==> src/fsdi_defines.svh <==
// Purpose: named constants for the fractional interpolator
// Assumes: included by bare name
// Notes:   offsets are word byte addresses on the register bus
`ifndef FSDI_DEFINES_SVH
`define FSDI_DEFINES_SVH
`define FSDI_ADR_FEEDBACK   4'h0
`define FSDI_ADR_REFDIV     4'h4
`define FSDI_ADR_NOISE      4'h8
`define FSDI_ADR_CONTROL    4'hc
`define FSDI_ADR_STATUS     4'h0
`define FSDI_ADR_RESULT     4'h4
`define FSDI_MOD_MIN        12'h002
`define FSDI_MOD_RST        12'h002
`define FSDI_INT_RST        16'h0017
`define FSDI_CP_MAX         4'hf
`define FSDI_CP_RST         4'h0
`define FSDI_LFSR_SEED      21'h1a5a5f
`define FSDI_LFSR_TAPS      21'h140000
`define FSDI_PHASE_RST      2'h0
`endif

==> src/fsdi_pkg.sv <==
// Purpose: shared types of the fractional interpolator
// Assumes: fsdi_defines.svh supplies the numbers
// Notes:   mode encodings follow the noise register field
package fsdi_pkg;
  typedef enum logic [1:0] {
    FSDI_LOWEST_NOISE,
    FSDI_NOISE_SPUR,
    FSDI_LOW_SPUR,
    FSDI_MODE_RSV
  } fsdi_mode_t;

  typedef struct packed {
    logic [11:0] acc1;
    logic [11:0] acc2;
    logic [11:0] acc3;
    logic [1:0]  c2_d;
    logic [2:0]  c3_d1;
    logic [2:0]  c3_d2;
  } fsdi_mash_t;

  typedef struct packed {
    logic        stb;
    logic [11:0] modulus;
    logic [11:0] fraction;
    logic        dither;
    logic        restart;
    logic        dbit;
  } fsdi_mash_in_t;
endpackage : fsdi_pkg

==> src/fsdi_mash.sv <==
// Purpose: third-order error-feedback modulator core
// Assumes: modulus within 2..4095, fraction below modulus
// Notes:   carry out is a signed offset -3..+4 on the divide word
`timescale 1ns/10ps
`default_nettype none
`include "fsdi_defines.svh"
module fsdi_mash
  import fsdi_pkg::*;
(
  // clock and reset
  input  wire logic          clk_i,
  input  wire logic          rst_i,
  // control
  input  wire fsdi_mash_in_t in_i,
  // result
  output logic signed [3:0]  carry_o
);
  fsdi_mash_t st_ff, nxt_st;
  logic signed [3:0] nxt_carry;

  // one accumulator stage, wraps at the programmed modulus
  function automatic logic [12:0] stage(input logic [11:0] a,
                                        input logic [11:0] b,
                                        input logic        lsb,
                                        input logic [11:0] m);
    logic [12:0] s;
    s = {1'b0, a} + {1'b0, b} + {12'h000, lsb};
    if (s >= {1'b0, m}) begin
      stage = {1'b1, 12'(s - {1'b0, m})};
    end else begin
      stage = {1'b0, s[11:0]};
    end
  endfunction : stage

  always_comb begin
    logic [12:0] r1, r2, r3;
    logic signed [3:0] c1, c2, c3;
    r1 = 13'h0000;
    r2 = 13'h0000;
    r3 = 13'h0000;
    c1 = 4'sh0;
    c2 = 4'sh0;
    c3 = 4'sh0;
    nxt_st = st_ff;
    nxt_carry = carry_o;
    if (in_i.restart) begin
      nxt_st = '0;
      nxt_carry = 4'sh0;
    end else if (in_i.stb) begin
      // dither adds a random lsb only on the first stage
      r1 = stage(st_ff.acc1, in_i.fraction, in_i.dither & in_i.dbit,
                 in_i.modulus);
      r2 = stage(st_ff.acc2, r1[11:0], 1'b0, in_i.modulus);
      r3 = stage(st_ff.acc3, r2[11:0], 1'b0, in_i.modulus);
      nxt_st.acc1 = r1[11:0];
      nxt_st.acc2 = r2[11:0];
      nxt_st.acc3 = r3[11:0];
      c1 = {3'h0, r1[12]};
      c2 = {3'h0, r2[12]};
      c3 = {3'h0, r3[12]};
      nxt_st.c2_d = {1'b0, r2[12]};
      nxt_st.c3_d1 = {2'h0, r3[12]};
      nxt_st.c3_d2 = st_ff.c3_d1;
      // noise shaping: c1 + (1-z^-1)c2 + (1-z^-1)^2 c3
      nxt_carry = 4'(c1 + c2 - signed'({2'h0, st_ff.c2_d}) + c3
                  - signed'({1'b0, st_ff.c3_d1}) * 4'sh2
                  + signed'({1'b0, st_ff.c3_d2}));
    end
  end

  always_ff @(posedge clk_i) begin
    if (rst_i) begin
      st_ff <= '0;
      carry_o <= 4'sh0;
    end else begin
      st_ff <= nxt_st;
      carry_o <= nxt_carry;
    end
  end
endmodule : fsdi_mash
`default_nettype wire

==> src/fsdi_top.sv <==
// Purpose: fractional interpolator with fastlock and reference doubler
// Assumes: ref_rise_i and ref_fall_i mark reference edges, one cycle pulses
// Notes:   divider and doubler are modelled as edge-rate logic
// Behaviour
// - The modulator is third order and advances once per detector cycle.
// - The modulus may be any integer from 2 to 4095 and the host keeps it so.
// - With dither off the output repeats with a modulus-dependent period.
// - With dither on the quantization is randomised over 2^21-1 cycles.
// - Dither is off in both low noise modes and on only in low spur mode.
// - While fastlock is set the charge pump current is forced to maximum.
// - The fastlock switch closes only if the monitor pin selects it.
// - Clearing fastlock restores programmed current and opens the switch.
// - With the doubler on, both reference edges feed the reference divider.
// - Every feedback load restarts the modulator state the same way.
// - A new modulus latches with the reference write, used on feedback load.
//
// Register access over Wishbone and the address map were chosen for this implementation.
`timescale 1ns/10ps
`default_nettype none
`include "fsdi_defines.svh"
module fsdi_top
  import fsdi_pkg::*;
#(
  parameter int MOD_W = 12,
  parameter int INT_W = 16
) (
  // clock and reset
  input  wire logic             clk_i,
  input  wire logic             rst_i,
  // wishbone slave
  input  wire logic             wb_cyc_i,
  input  wire logic             wb_stb_i,
  input  wire logic             wb_we_i,
  input  wire logic [3:0]       wb_adr_i,
  input  wire logic [3:0]       wb_sel_i,
  input  wire logic [31:0]      wb_dat_i,
  output logic [31:0]           wb_dat_o,
  output logic                  wb_ack_o,
  // reference edges
  input  wire logic             ref_rise_i,
  input  wire logic             ref_fall_i,
  // synthesizer controls
  output logic                  pd_tick_o,
  output logic [INT_W-1:0]      divide_o,
  output logic [3:0]            cp_current_o,
  output logic                  fl_switch_o
);
  typedef struct packed {
    logic             ack;
    logic [31:0]      rdat;
    logic [INT_W-1:0] int_word;
    logic [MOD_W-1:0] fraction;
    logic             fastlock;
    logic [MOD_W-1:0] mod_staged;
    logic [MOD_W-1:0] mod_active;
    logic [3:0]       rdiv;
    logic             doubler;
    logic [3:0]       cp_prog;
    logic             mon_fl;
    fsdi_mode_t       mode;
    logic [3:0]       rcnt;
    logic             tick;
    logic             restart;
    logic [20:0]      lfsr;
    logic [INT_W-1:0] divide;
    logic [3:0]       cp_out;
    logic             sw_out;
  } fsdi_state_t;

  fsdi_state_t       s_ff, nxt_s;
  fsdi_mash_in_t     mash_in;
  logic signed [3:0] carry;
  logic              wr;
  logic              rd;
  logic              ref_edge;
  logic [3:0]        rlim;

  assign wr = wb_cyc_i & wb_stb_i & wb_we_i & ~s_ff.ack;
  assign rd = wb_cyc_i & wb_stb_i & ~wb_we_i & ~s_ff.ack;
  // doubler makes both edges active, else only the falling edge
  assign ref_edge = ref_fall_i | (s_ff.doubler & ref_rise_i);
  assign rlim = (s_ff.rdiv == 4'h0) ? 4'h1 : s_ff.rdiv;

  always_comb begin
    mash_in = '0;
    mash_in.stb = s_ff.tick;
    mash_in.modulus = s_ff.mod_active;
    mash_in.fraction = s_ff.fraction;
    mash_in.dither = (s_ff.mode == FSDI_LOW_SPUR);
    mash_in.restart = s_ff.restart;
    mash_in.dbit = s_ff.lfsr[0];
  end

  fsdi_mash u_mash (
    .clk_i   (clk_i),
    .rst_i   (rst_i),
    .in_i    (mash_in),
    .carry_o (carry)
  );

  always_comb begin
    nxt_s = s_ff;
    nxt_s.ack = 1'b0;
    nxt_s.restart = 1'b0;
    nxt_s.tick = 1'b0;
    if (wr) begin
      nxt_s.ack = 1'b1;
      if (wb_adr_i == `FSDI_ADR_FEEDBACK) begin
        if (wb_sel_i[0]) nxt_s.int_word[7:0] = wb_dat_i[7:0];
        if (wb_sel_i[1]) nxt_s.int_word[15:8] = wb_dat_i[15:8];
        if (wb_sel_i[2]) nxt_s.fraction[7:0] = wb_dat_i[23:16];
        if (wb_sel_i[3]) begin
          nxt_s.fraction[11:8] = wb_dat_i[27:24];
          nxt_s.fastlock = wb_dat_i[31];
        end
        nxt_s.mod_active = s_ff.mod_staged;
        nxt_s.restart = 1'b1;
      end else if (wb_adr_i == `FSDI_ADR_REFDIV) begin
        if (wb_sel_i[0]) nxt_s.mod_staged[7:0] = wb_dat_i[7:0];
        if (wb_sel_i[1]) nxt_s.mod_staged[11:8] = wb_dat_i[11:8];
        if (wb_sel_i[2]) nxt_s.rdiv = wb_dat_i[19:16];
      end else if (wb_adr_i == `FSDI_ADR_NOISE) begin
        if (wb_sel_i[0]) nxt_s.mode = fsdi_mode_t'(wb_dat_i[1:0]);
      end else if (wb_adr_i == `FSDI_ADR_CONTROL) begin
        if (wb_sel_i[0]) begin
          nxt_s.cp_prog = wb_dat_i[3:0];
          nxt_s.doubler = wb_dat_i[4];
          nxt_s.mon_fl = wb_dat_i[5];
        end
      end
    end else if (rd) begin
      nxt_s.ack = 1'b1;
      nxt_s.rdat = 32'h0000_0000;
      if (wb_adr_i == `FSDI_ADR_FEEDBACK) begin
        nxt_s.rdat = {s_ff.fastlock, 3'h0, s_ff.fraction, s_ff.int_word};
      end else if (wb_adr_i == `FSDI_ADR_REFDIV) begin
        nxt_s.rdat = {12'h000, s_ff.rdiv, 4'h0, s_ff.mod_staged};
      end else if (wb_adr_i == `FSDI_ADR_NOISE) begin
        nxt_s.rdat = {30'h0, s_ff.mode};
      end else if (wb_adr_i == `FSDI_ADR_CONTROL) begin
        nxt_s.rdat = {26'h0, s_ff.mon_fl, s_ff.doubler, s_ff.cp_prog};
      end else begin
        // status: active modulus and last divide word
        nxt_s.rdat = {4'h0, s_ff.mod_active, s_ff.divide};
      end
    end
    // reference divider yields the detector tick
    if (ref_edge) begin
      if (s_ff.rcnt + 4'h1 >= rlim) begin
        nxt_s.rcnt = 4'h0;
        nxt_s.tick = 1'b1;
      end else begin
        nxt_s.rcnt = s_ff.rcnt + 4'h1;
      end
    end
    if (s_ff.tick) begin
      // 21-bit maximal sequence drives the dither
      nxt_s.lfsr = {s_ff.lfsr[19:0],
                    ^(s_ff.lfsr & `FSDI_LFSR_TAPS)};
    end
    if (s_ff.restart) begin
      nxt_s.lfsr = `FSDI_LFSR_SEED;
    end
    // carry lands in divide one clock after the stage update
    nxt_s.divide = INT_W'(signed'({1'b0, s_ff.int_word})
                          + INT_W'(carry));
    // fastlock forces max current, switch only if monitor selects it
    nxt_s.cp_out = s_ff.fastlock ? `FSDI_CP_MAX : s_ff.cp_prog;
    nxt_s.sw_out = s_ff.fastlock & s_ff.mon_fl;
  end

  always_ff @(posedge clk_i) begin
    if (rst_i) begin
      s_ff <= '0;
      s_ff.int_word <= `FSDI_INT_RST;
      s_ff.mod_staged <= `FSDI_MOD_RST;
      s_ff.mod_active <= `FSDI_MOD_RST;
      s_ff.lfsr <= `FSDI_LFSR_SEED;
      s_ff.cp_prog <= `FSDI_CP_RST;
      s_ff.divide <= `FSDI_INT_RST;
    end else begin
      s_ff <= nxt_s;
    end
  end

  assign wb_ack_o = s_ff.ack;
  assign wb_dat_o = s_ff.rdat;
  assign pd_tick_o = s_ff.tick;
  assign divide_o = s_ff.divide;
  assign cp_current_o = s_ff.cp_out;
  assign fl_switch_o = s_ff.sw_out;
endmodule : fsdi_top
`default_nettype wire

==> config.mk <==
export PLATFORM = sky130hd
export DESIGN_NAME = fsdi_top
export DESIGN_NICKNAME = d
export VERILOG_FILES = /design/src/fsdi_pkg.sv /design/src/fsdi_mash.sv /design/src/fsdi_top.sv
export VERILOG_INCLUDE_DIRS = /design/src
export SDC_FILE = /design/constraint.sdc
export NUM_CORES = 1
export LEC_CHECK = 0
export BUFFER_PORTS_ARGS = -buffer_cell sky130_fd_sc_hd__buf_2
export CAP_MARGIN = 25
export CELL_PAD_IN_SITES_DETAIL_PLACEMENT = 0
export CELL_PAD_IN_SITES_GLOBAL_PLACEMENT = 1
export CORE_MARGIN = 2
export CORE_UTILIZATION = 36
export DETAILED_ROUTE_END_ITERATION = 8
export HOLD_SLACK_MARGIN = 0.15
export PLACE_DENSITY_LB_ADDON = 0.1
export RECOVER_POWER = 25
export SKIP_LAST_GASP = 1
export SLEW_MARGIN = 20
export SYNTH_ARGS = -nofsm -noshare
export SYNTH_HDL_FRONTEND = slang
export SYNTH_SLANG_ARGS = --single-unit
==> constraint.sdc <==
create_clock -name clk_i -period 15.28 [get_ports clk_i]
set_clock_uncertainty 0.05 [all_clocks]
set_input_delay 3.056 -clock clk_i [delete_from_list [all_inputs] [get_ports clk_i]]
set_output_delay 3.056 -clock clk_i [all_outputs]
set_load 0.005 [all_outputs]
=== Word-level counts from Yosys, hierarchy flattened ===
Cells that the tools add are included.

* Add/subtract/negate cells: 14
* Bitwise operators: 16
* Muxes and demuxes: 20
* $lt $le $gt $ge: 4
* Reduce and logical (&&, ||, !) cells: 17
* Equal/unequal tests: 4

{| class="wikitable"
|+ Operator list
! operator !! count
|-
| $mux W13 || 9
|-
| $mux W32 || 3
|-
| $add A12 B12 Y13 || 3
|-
| $ge A13 B12 Y1 || 3
|-
| $sub A12 B12 Y12 || 3
|-
| $mux W33 || 1
|-
| $mux W28 || 1
|-
| $reduce_xor A21 Y1 || 1
|-
| $add A16 B4 Y16 || 1
|-
| $add A13 B1 Y13 || 1
|-
| $mux W4 || 3
|-
| $reduce_and A3 Y1 || 4
|-
| $reduce_and A4 Y1 || 3
|-
| $add A4 B2 Y4 || 2
|-
| $and A1 B1 Y1 || 8
|-
| $eq A4 B4 Y1 const B || 2
|-
| $logic_not A4 Y1 || 2
|-
| $not A1 Y1 || 7
|-
| $reduce_and A6 Y1 || 1
|-
| $reduce_or A2 Y1 || 3
|-
| $reduce_and A5 Y1 || 1
|-
| $add A4 B1 Y4 const B || 1
|-
| $eq A4 B3 Y1 const B || 1
|-
| $ge A4 B4 Y1 || 1
|-
| 7 further kinds || 10
|}

* Output and inout bits: 55
* Word-level logic and storage cells: 104
* Register bits after elaboration: 189

=== Longest topological paths before layout ===
* Depth in word-level cells: 20
* Gate-level depth with buffers: 58
* Mapped depth without buffers: 54

=== Cells and area by module ===
From an unflattened synthesis, not the netlist that was laid out.

* Cell total of the unflattened synthesis: 1454
* Area total of the unflattened synthesis: 12184.2 µm²

{| class="wikitable"
|+ Modules (own cells, without submodules)
! module !! cells each !! instances !! area each (µm²)
|-
| fsdi_top || 770 || 1 || 6711.4
|-
| fsdi_mash || 684 || 1 || 5472.7
|}

=== Worst setup path after synthesis ===
Ideal clock, no wire load.

* Kind: register to register
* From: register s_ff[48] (netlist bit)
* To: register u_mash.carry_o[2]
* Arrival: 11.679 ns
* Required time: 15.144 ns
* Stages on the path, launching flop included: 56
* Slack: 3.466 ns
* Period minus slack after synthesis: 11.814 ns
* Library setup time: 0.086 ns
* Cell sequence: dfxtp_1 nand3b_1 fa_1 nor2b_1 o2111a_1 o31a_1 o21ai_0 a311oi_1 inv_1 ha_1 clkbuf_1 nand4_1 o41ai_1 a21oi_1 o31ai_1 a21oi_2 inv_2 mux2_2 [... 20 more ...] o21a_1 o41a_1 xor2_1 ha_1 a21oi_1 o21ai_0 o21bai_1 o31ai_1 nand3_1 inv_1 buf_2 ha_1 fa_1 inv_1 ha_1 inv_1 ha_1 a211oi_1

* Longest elaborated chain between the ends: 20
* Elaborated cells between the ends (all ways): 24

{| class="wikitable"
|+ Ends and longest elaborated chain
! what !! RTL line !! text
|-
| from (decl) || fsdi_top.sv:70 || <nowiki>fsdi_state_t s_ff, nxt_s;</nowiki>
|-
| from (signal assigned) || fsdi_top.sv:182 || <nowiki>s_ff <= nxt_s;</nowiki>
|-
| $eq A2 B2 Y1 * || fsdi_top.sv:89 || <nowiki>mash_in.dither = (s_ff.mode == FSDI_LOW_SPUR);</nowiki>
|-
| $and A1 B1 Y1 * || fsdi_mash.sv:51 || <nowiki>r1 = stage(st_ff.acc1, in_i.fraction, in_i.dither & in_i.dbit,</nowiki>
|-
| $add A13 B1 Y13 * || fsdi_mash.sv:27 || <nowiki>s = {1'b0, a} + {1'b0, b} + {12'h000, lsb};</nowiki>
|-
| $sub A12 B12 Y12 or $ge A13 B12 Y1 (tied branches) || fsdi_mash.sv:29, fsdi_mash.sv:28 ||
|-
| $mux W13 * || fsdi_mash.sv:28 || <nowiki>if (s >= {1'b0, m}) begin</nowiki>
|-
| $mux W13 * || fsdi_mash.sv:49 || <nowiki>end else if (in_i.stb) begin</nowiki>
|-
| $mux W13 * || fsdi_mash.sv:46 || <nowiki>if (in_i.restart) begin</nowiki>
|-
| $add A12 B12 Y13 || fsdi_mash.sv:27 ||
|-
| [... 4 more ...] || n/a ||
|-
| $add A12 B12 Y13 || fsdi_mash.sv:27 ||
|-
| $ge A13 B12 Y1 || fsdi_mash.sv:28 ||
|-
| $mux W13 || fsdi_mash.sv:28 ||
|-
| $mux W13 || fsdi_mash.sv:49 ||
|-
| $mux W13 || fsdi_mash.sv:46 ||
|-
| $add A4 B2 Y4 * || fsdi_mash.sv:65 || <nowiki>nxt_carry = 4'(c1 + c2 - signed'({2'h0, st_ff.c2_d}) + c3</nowiki>
|-
| $sub A4 B3 Y4 * || fsdi_mash.sv:66 || <nowiki>- signed'({1'b0, st_ff.c3_d1}) * 4'sh2</nowiki>
|-
| $add A4 B2 Y4 * || fsdi_mash.sv:67 || <nowiki>+ signed'({1'b0, st_ff.c3_d2}));</nowiki>
|-
| to (signal assigned) || fsdi_mash.sv:77 || <nowiki>carry_o <= nxt_carry;</nowiki>
|-
| to (decl) || fsdi_mash.sv:16 || <nowiki>output logic signed [3:0] carry_o</nowiki>
|}

Every way passes the cells marked *; elsewhere a longest branch is shown, timed or not. The select of a mux whose other input is x is not followed.
A chain may end at the register's enable or synchronous reset.

=== Worst setup path in the final report ===
Ends and elaborated chain as after synthesis.

==> flow_summary.yaml <==
status:
  status: "finished with violations"
  failed_checks: "capacitance limit, slew limit"
synthesis:
  synth_area_mm2: 0.0118
  ys_async_sr_fraction_pct: 0
  synth-seq-cells: 186
  ys.warnings.count: 0
  ys_types: 68
  synth_edf_count: 0
  synth-main-ff-cell: "dfxtp_1"
  synthCells: 1436
  syn_area_per_cell_um2: 8.22
  synth-seq-area-share_pct: 31.6
setup_path:
  cpMostUsedCell: "ha_1"
  r2r_start: "s_ff[48]$_SDFFE_PP0P_"
  critPathMaxFanout: 11
  critPathRequiredTime_ns: 15.60
  cp_slowest_cell: "a311oi_4"
  rr_endpoint: "u_mash.carry_o[2]$_SDFFE_PP0P_"
  reg2reg_depth: 51
  slowest_delay_ns: 0.63
  startpoint_type: "flop"
  cp-end-kind: "flop"
  path_class: "reg -> reg"
  reg2reg_slack_ns: 1.91
  crit_arrival_ns: 13.69
floorplan:
  die_area_mm2: 0.0342
  coreArea_mm2: 0.0324
  pin_count: 102
  die_width_um: 185
  die_y_um: 185
  initial_utilization_pct: 36.4
  rows: 66
timing:
  worst_slew_pin_slew_ns: 2.95
  hold_viol_final: 0
  grt_setup_unrepaired: "no"
  finalSetupViolations: 0
  relSlewSlack_pct: -96.5
  finalCritPeriodShare_pct: 87.5
  hold_slack_ns: 0.418
  min_period_ns: 13.37
  drv_slew: 103
  tns_ns: 0
  clock.fmax_mhz: 74.8
finish:
  antennaDiodeCount: 0
  fillers: 3463
  drive_gt1_share_pct: 12.2
  fin_nets: 1594
  layout.cells.non_filler: 1897
  syn_to_final_growth_pct: 8.64
place:
  post-place-cells: 1865
  gp_congestion: 0.818
  hpwlAfterDp_mm: 25.1
  port_buffers: 95
run:
  max_cap_viol_count: 2
hold_path:
  hold-path-endpoint: "s_ff[47]$_SDFFE_PP0N_"
  worstHoldPathCells: 2
  hp-start: "s_ff[47]$_SDFFE_PP0N_"
  holdCritPathClass: "reg -> reg"
clock_network:
  numClockSinks: 186
  path_clk_slew_ns: 0.08
  post_cts_buffers: 0
  cts.hold.buffers_added: 0
  clockRootBuffer: "clkbuf_16"
  tritoncts: "done"
  clock_latency_ns: 0.46
  cts_resized: 0
  htreeDepth: 4
  clockBufferDepth: 2
  cts_inserted_buffers: 17
grt:
  grt_pass1_wl_mm: 53.6
  antenna_found_initial: 0
  gr-total-overflow: 0
  grt_max_degree: 65
  track_usage_pct: 20.4
  first_global_vias: 9391
detailed_routing:
  totalWireLength_mm: 34.3
  first_pass_iters: 5
  drcViolationCount: 0
  vias: 10100
  wire_per_inst_um: 18.1
  antenna_left: 0
  drt_iter0_drc: 612
  vias_per_cell: 5.31
## routing by layer
metal | track usage (%) | routed length [µm] | part of all wire [%] | vias to the layer above
li1 | - | - | - | 5090
met1 | 30.3 | 17800 | 52 | 4773
met2 | 30.9 | 14800 | 43 | 189
met3 | 2.83 | 1290 | 3.8 | 23
met4 | 4.89 | 405 | 1.2 | 0
met5 | 0 | 0 | 0 | -
## kinds of logic after synthesis
family / share of synthesized area [%]
DFF: 31.6
buffers and inverters: 7.36
AOI/OAI and AO/OA: 21.1
other: 0.0318
and+or+nand+nor: 17.8
adders and majority gates: 11.8
muxes: 6.44
xor gates and xnor gates: 3.93
## synthesized netlist by cell type (4+ instances only)
cell       instances  area [µm²]
a211o_1            9        78.8
a21oi_1          122         611
a31o_2             4        35.0
nand2b_1          10        62.6
o21ai_0           53         265
a222oi_1           4        40.0
mux2i_1           41         410
a2111oi_0          4        35.0
nand3_1           60         300
xor2_1            22         193
buf_4             53         398
a211oi_1          39         293
nor3_1            22         110
or3_1              6        37.5
or2_2             13        81.3
a22oi_1           22         165
nor4_1            13        81.3
nand2_1          145         544
o31ai_1           11        82.6
inv_1             58         218
nand4_1            5        31.3
o21bai_1           9        67.6
o21a_1            27         203
and2_1             4        25.0
clkbuf_1          60         225
nor2b_1           17         106
dfxtp_1          186        3720
ha_1              95        1190
a31oi_1           16         100
xnor2_1           31         272
buf_1              5        18.8
and3_1            12        75.1
a21o_1            25         188
mux2_2            29         327
nor2_1           143         537
fa_1              10         200
## final cells by class
cell class | count | area [µm²] | share of cell area, %
well taps | 442 | 553 | 4.31
repair buffers | 104 | 517 | 4.03
clock buffers | 17 | 425 | 3.32
inverters | 59 | 221 | 1.73
clock inverters | 15 | 144 | 1.12
flip-flops and latches | 186 | 3730 | 29.1
multi-input cells | 1074 | 7230 | 56.4
## critical path: cells and delay by family, from the launching register on
family | cells | cell delay, ns
xor gates and xnor gates | 1 | 0.17
AOI/OAI and AO/OA | 22 | 5.91
buffers and inverters | 5 | 0.65
muxes | 1 | 0.40
adders and majority gates | 11 | 3.65
and+or+nand+nor | 11 | 2.10
DFF | 1 | 0.33
## through the flow
stage / utilization, % / cell area, µm² / setup WS, ns
2_1_floorplan: - / 11800 / 3.47
3_3_place_gp: 37.9 / 12300 / 1.86
3_5_place_dp: 37.9 / 12300 / 1.96
4_1_cts: 39.7 / 12800 / 1.88
5_1_grt: 39.6 / 12800 / 0.790
6_report: 39.6 / 12800 / 1.91
## layout by cell type, fill, tap and decap left out, drive strengths merged, types with 31 or more instances in the layout
cell / instances
dfxtp: 186
nand2: 145
nor2: 143
a21oi: 123
ha: 95
buf: 85
inv: 61
nand3: 60
o21ai: 53
mux2i: 41
a211oi: 39
clkbuf: 36
xnor2: 31
## how the worst max path moves through the flow
stage	startpoint	to	depth (start not counted)
after detailed placement	mash_in[0]$_SDFFE_PP1P_	u_mash.carry_o[2]$_SDFFE_PP0P_	52
after global routing	mash_in[0]$_SDFFE_PP1P_	u_mash.carry_o[2]$_SDFFE_PP0P_	52
after CTS	mash_in[0]$_SDFFE_PP1P_	u_mash.carry_o[2]$_SDFFE_PP0P_	52
final	s_ff[48]$_SDFFE_PP0P_	u_mash.carry_o[2]$_SDFFE_PP0P_	51
after floorplan	s_ff[48]$_SDFFE_PP0P_	u_mash.carry_o[2]$_SDFFE_PP0P_	55
after global placement	s_ff[48]$_SDFFE_PP0P_	u_mash.carry_o[2]$_SDFFE_PP0P_	51
## sequential cells by signal (all words and copies together) (netlist names)
| name | flops |
|---|---|
| fl_switch_o | 1 |
| mash_in | 26 |
| cp_current_o | 4 |
| s_ff | 65 |
| pd_tick_o | 1 |
| u_mash.st_ff | 39 |
| wb_dat_o | 29 |
| u_mash.carry_o | 4 |
| divide_o | 16 |
| wb_ack_o | 1 |
Power is left out: the tool's default activity adds up to more than one toggle a clock period on the data nets, which glitch-free logic cannot reach.
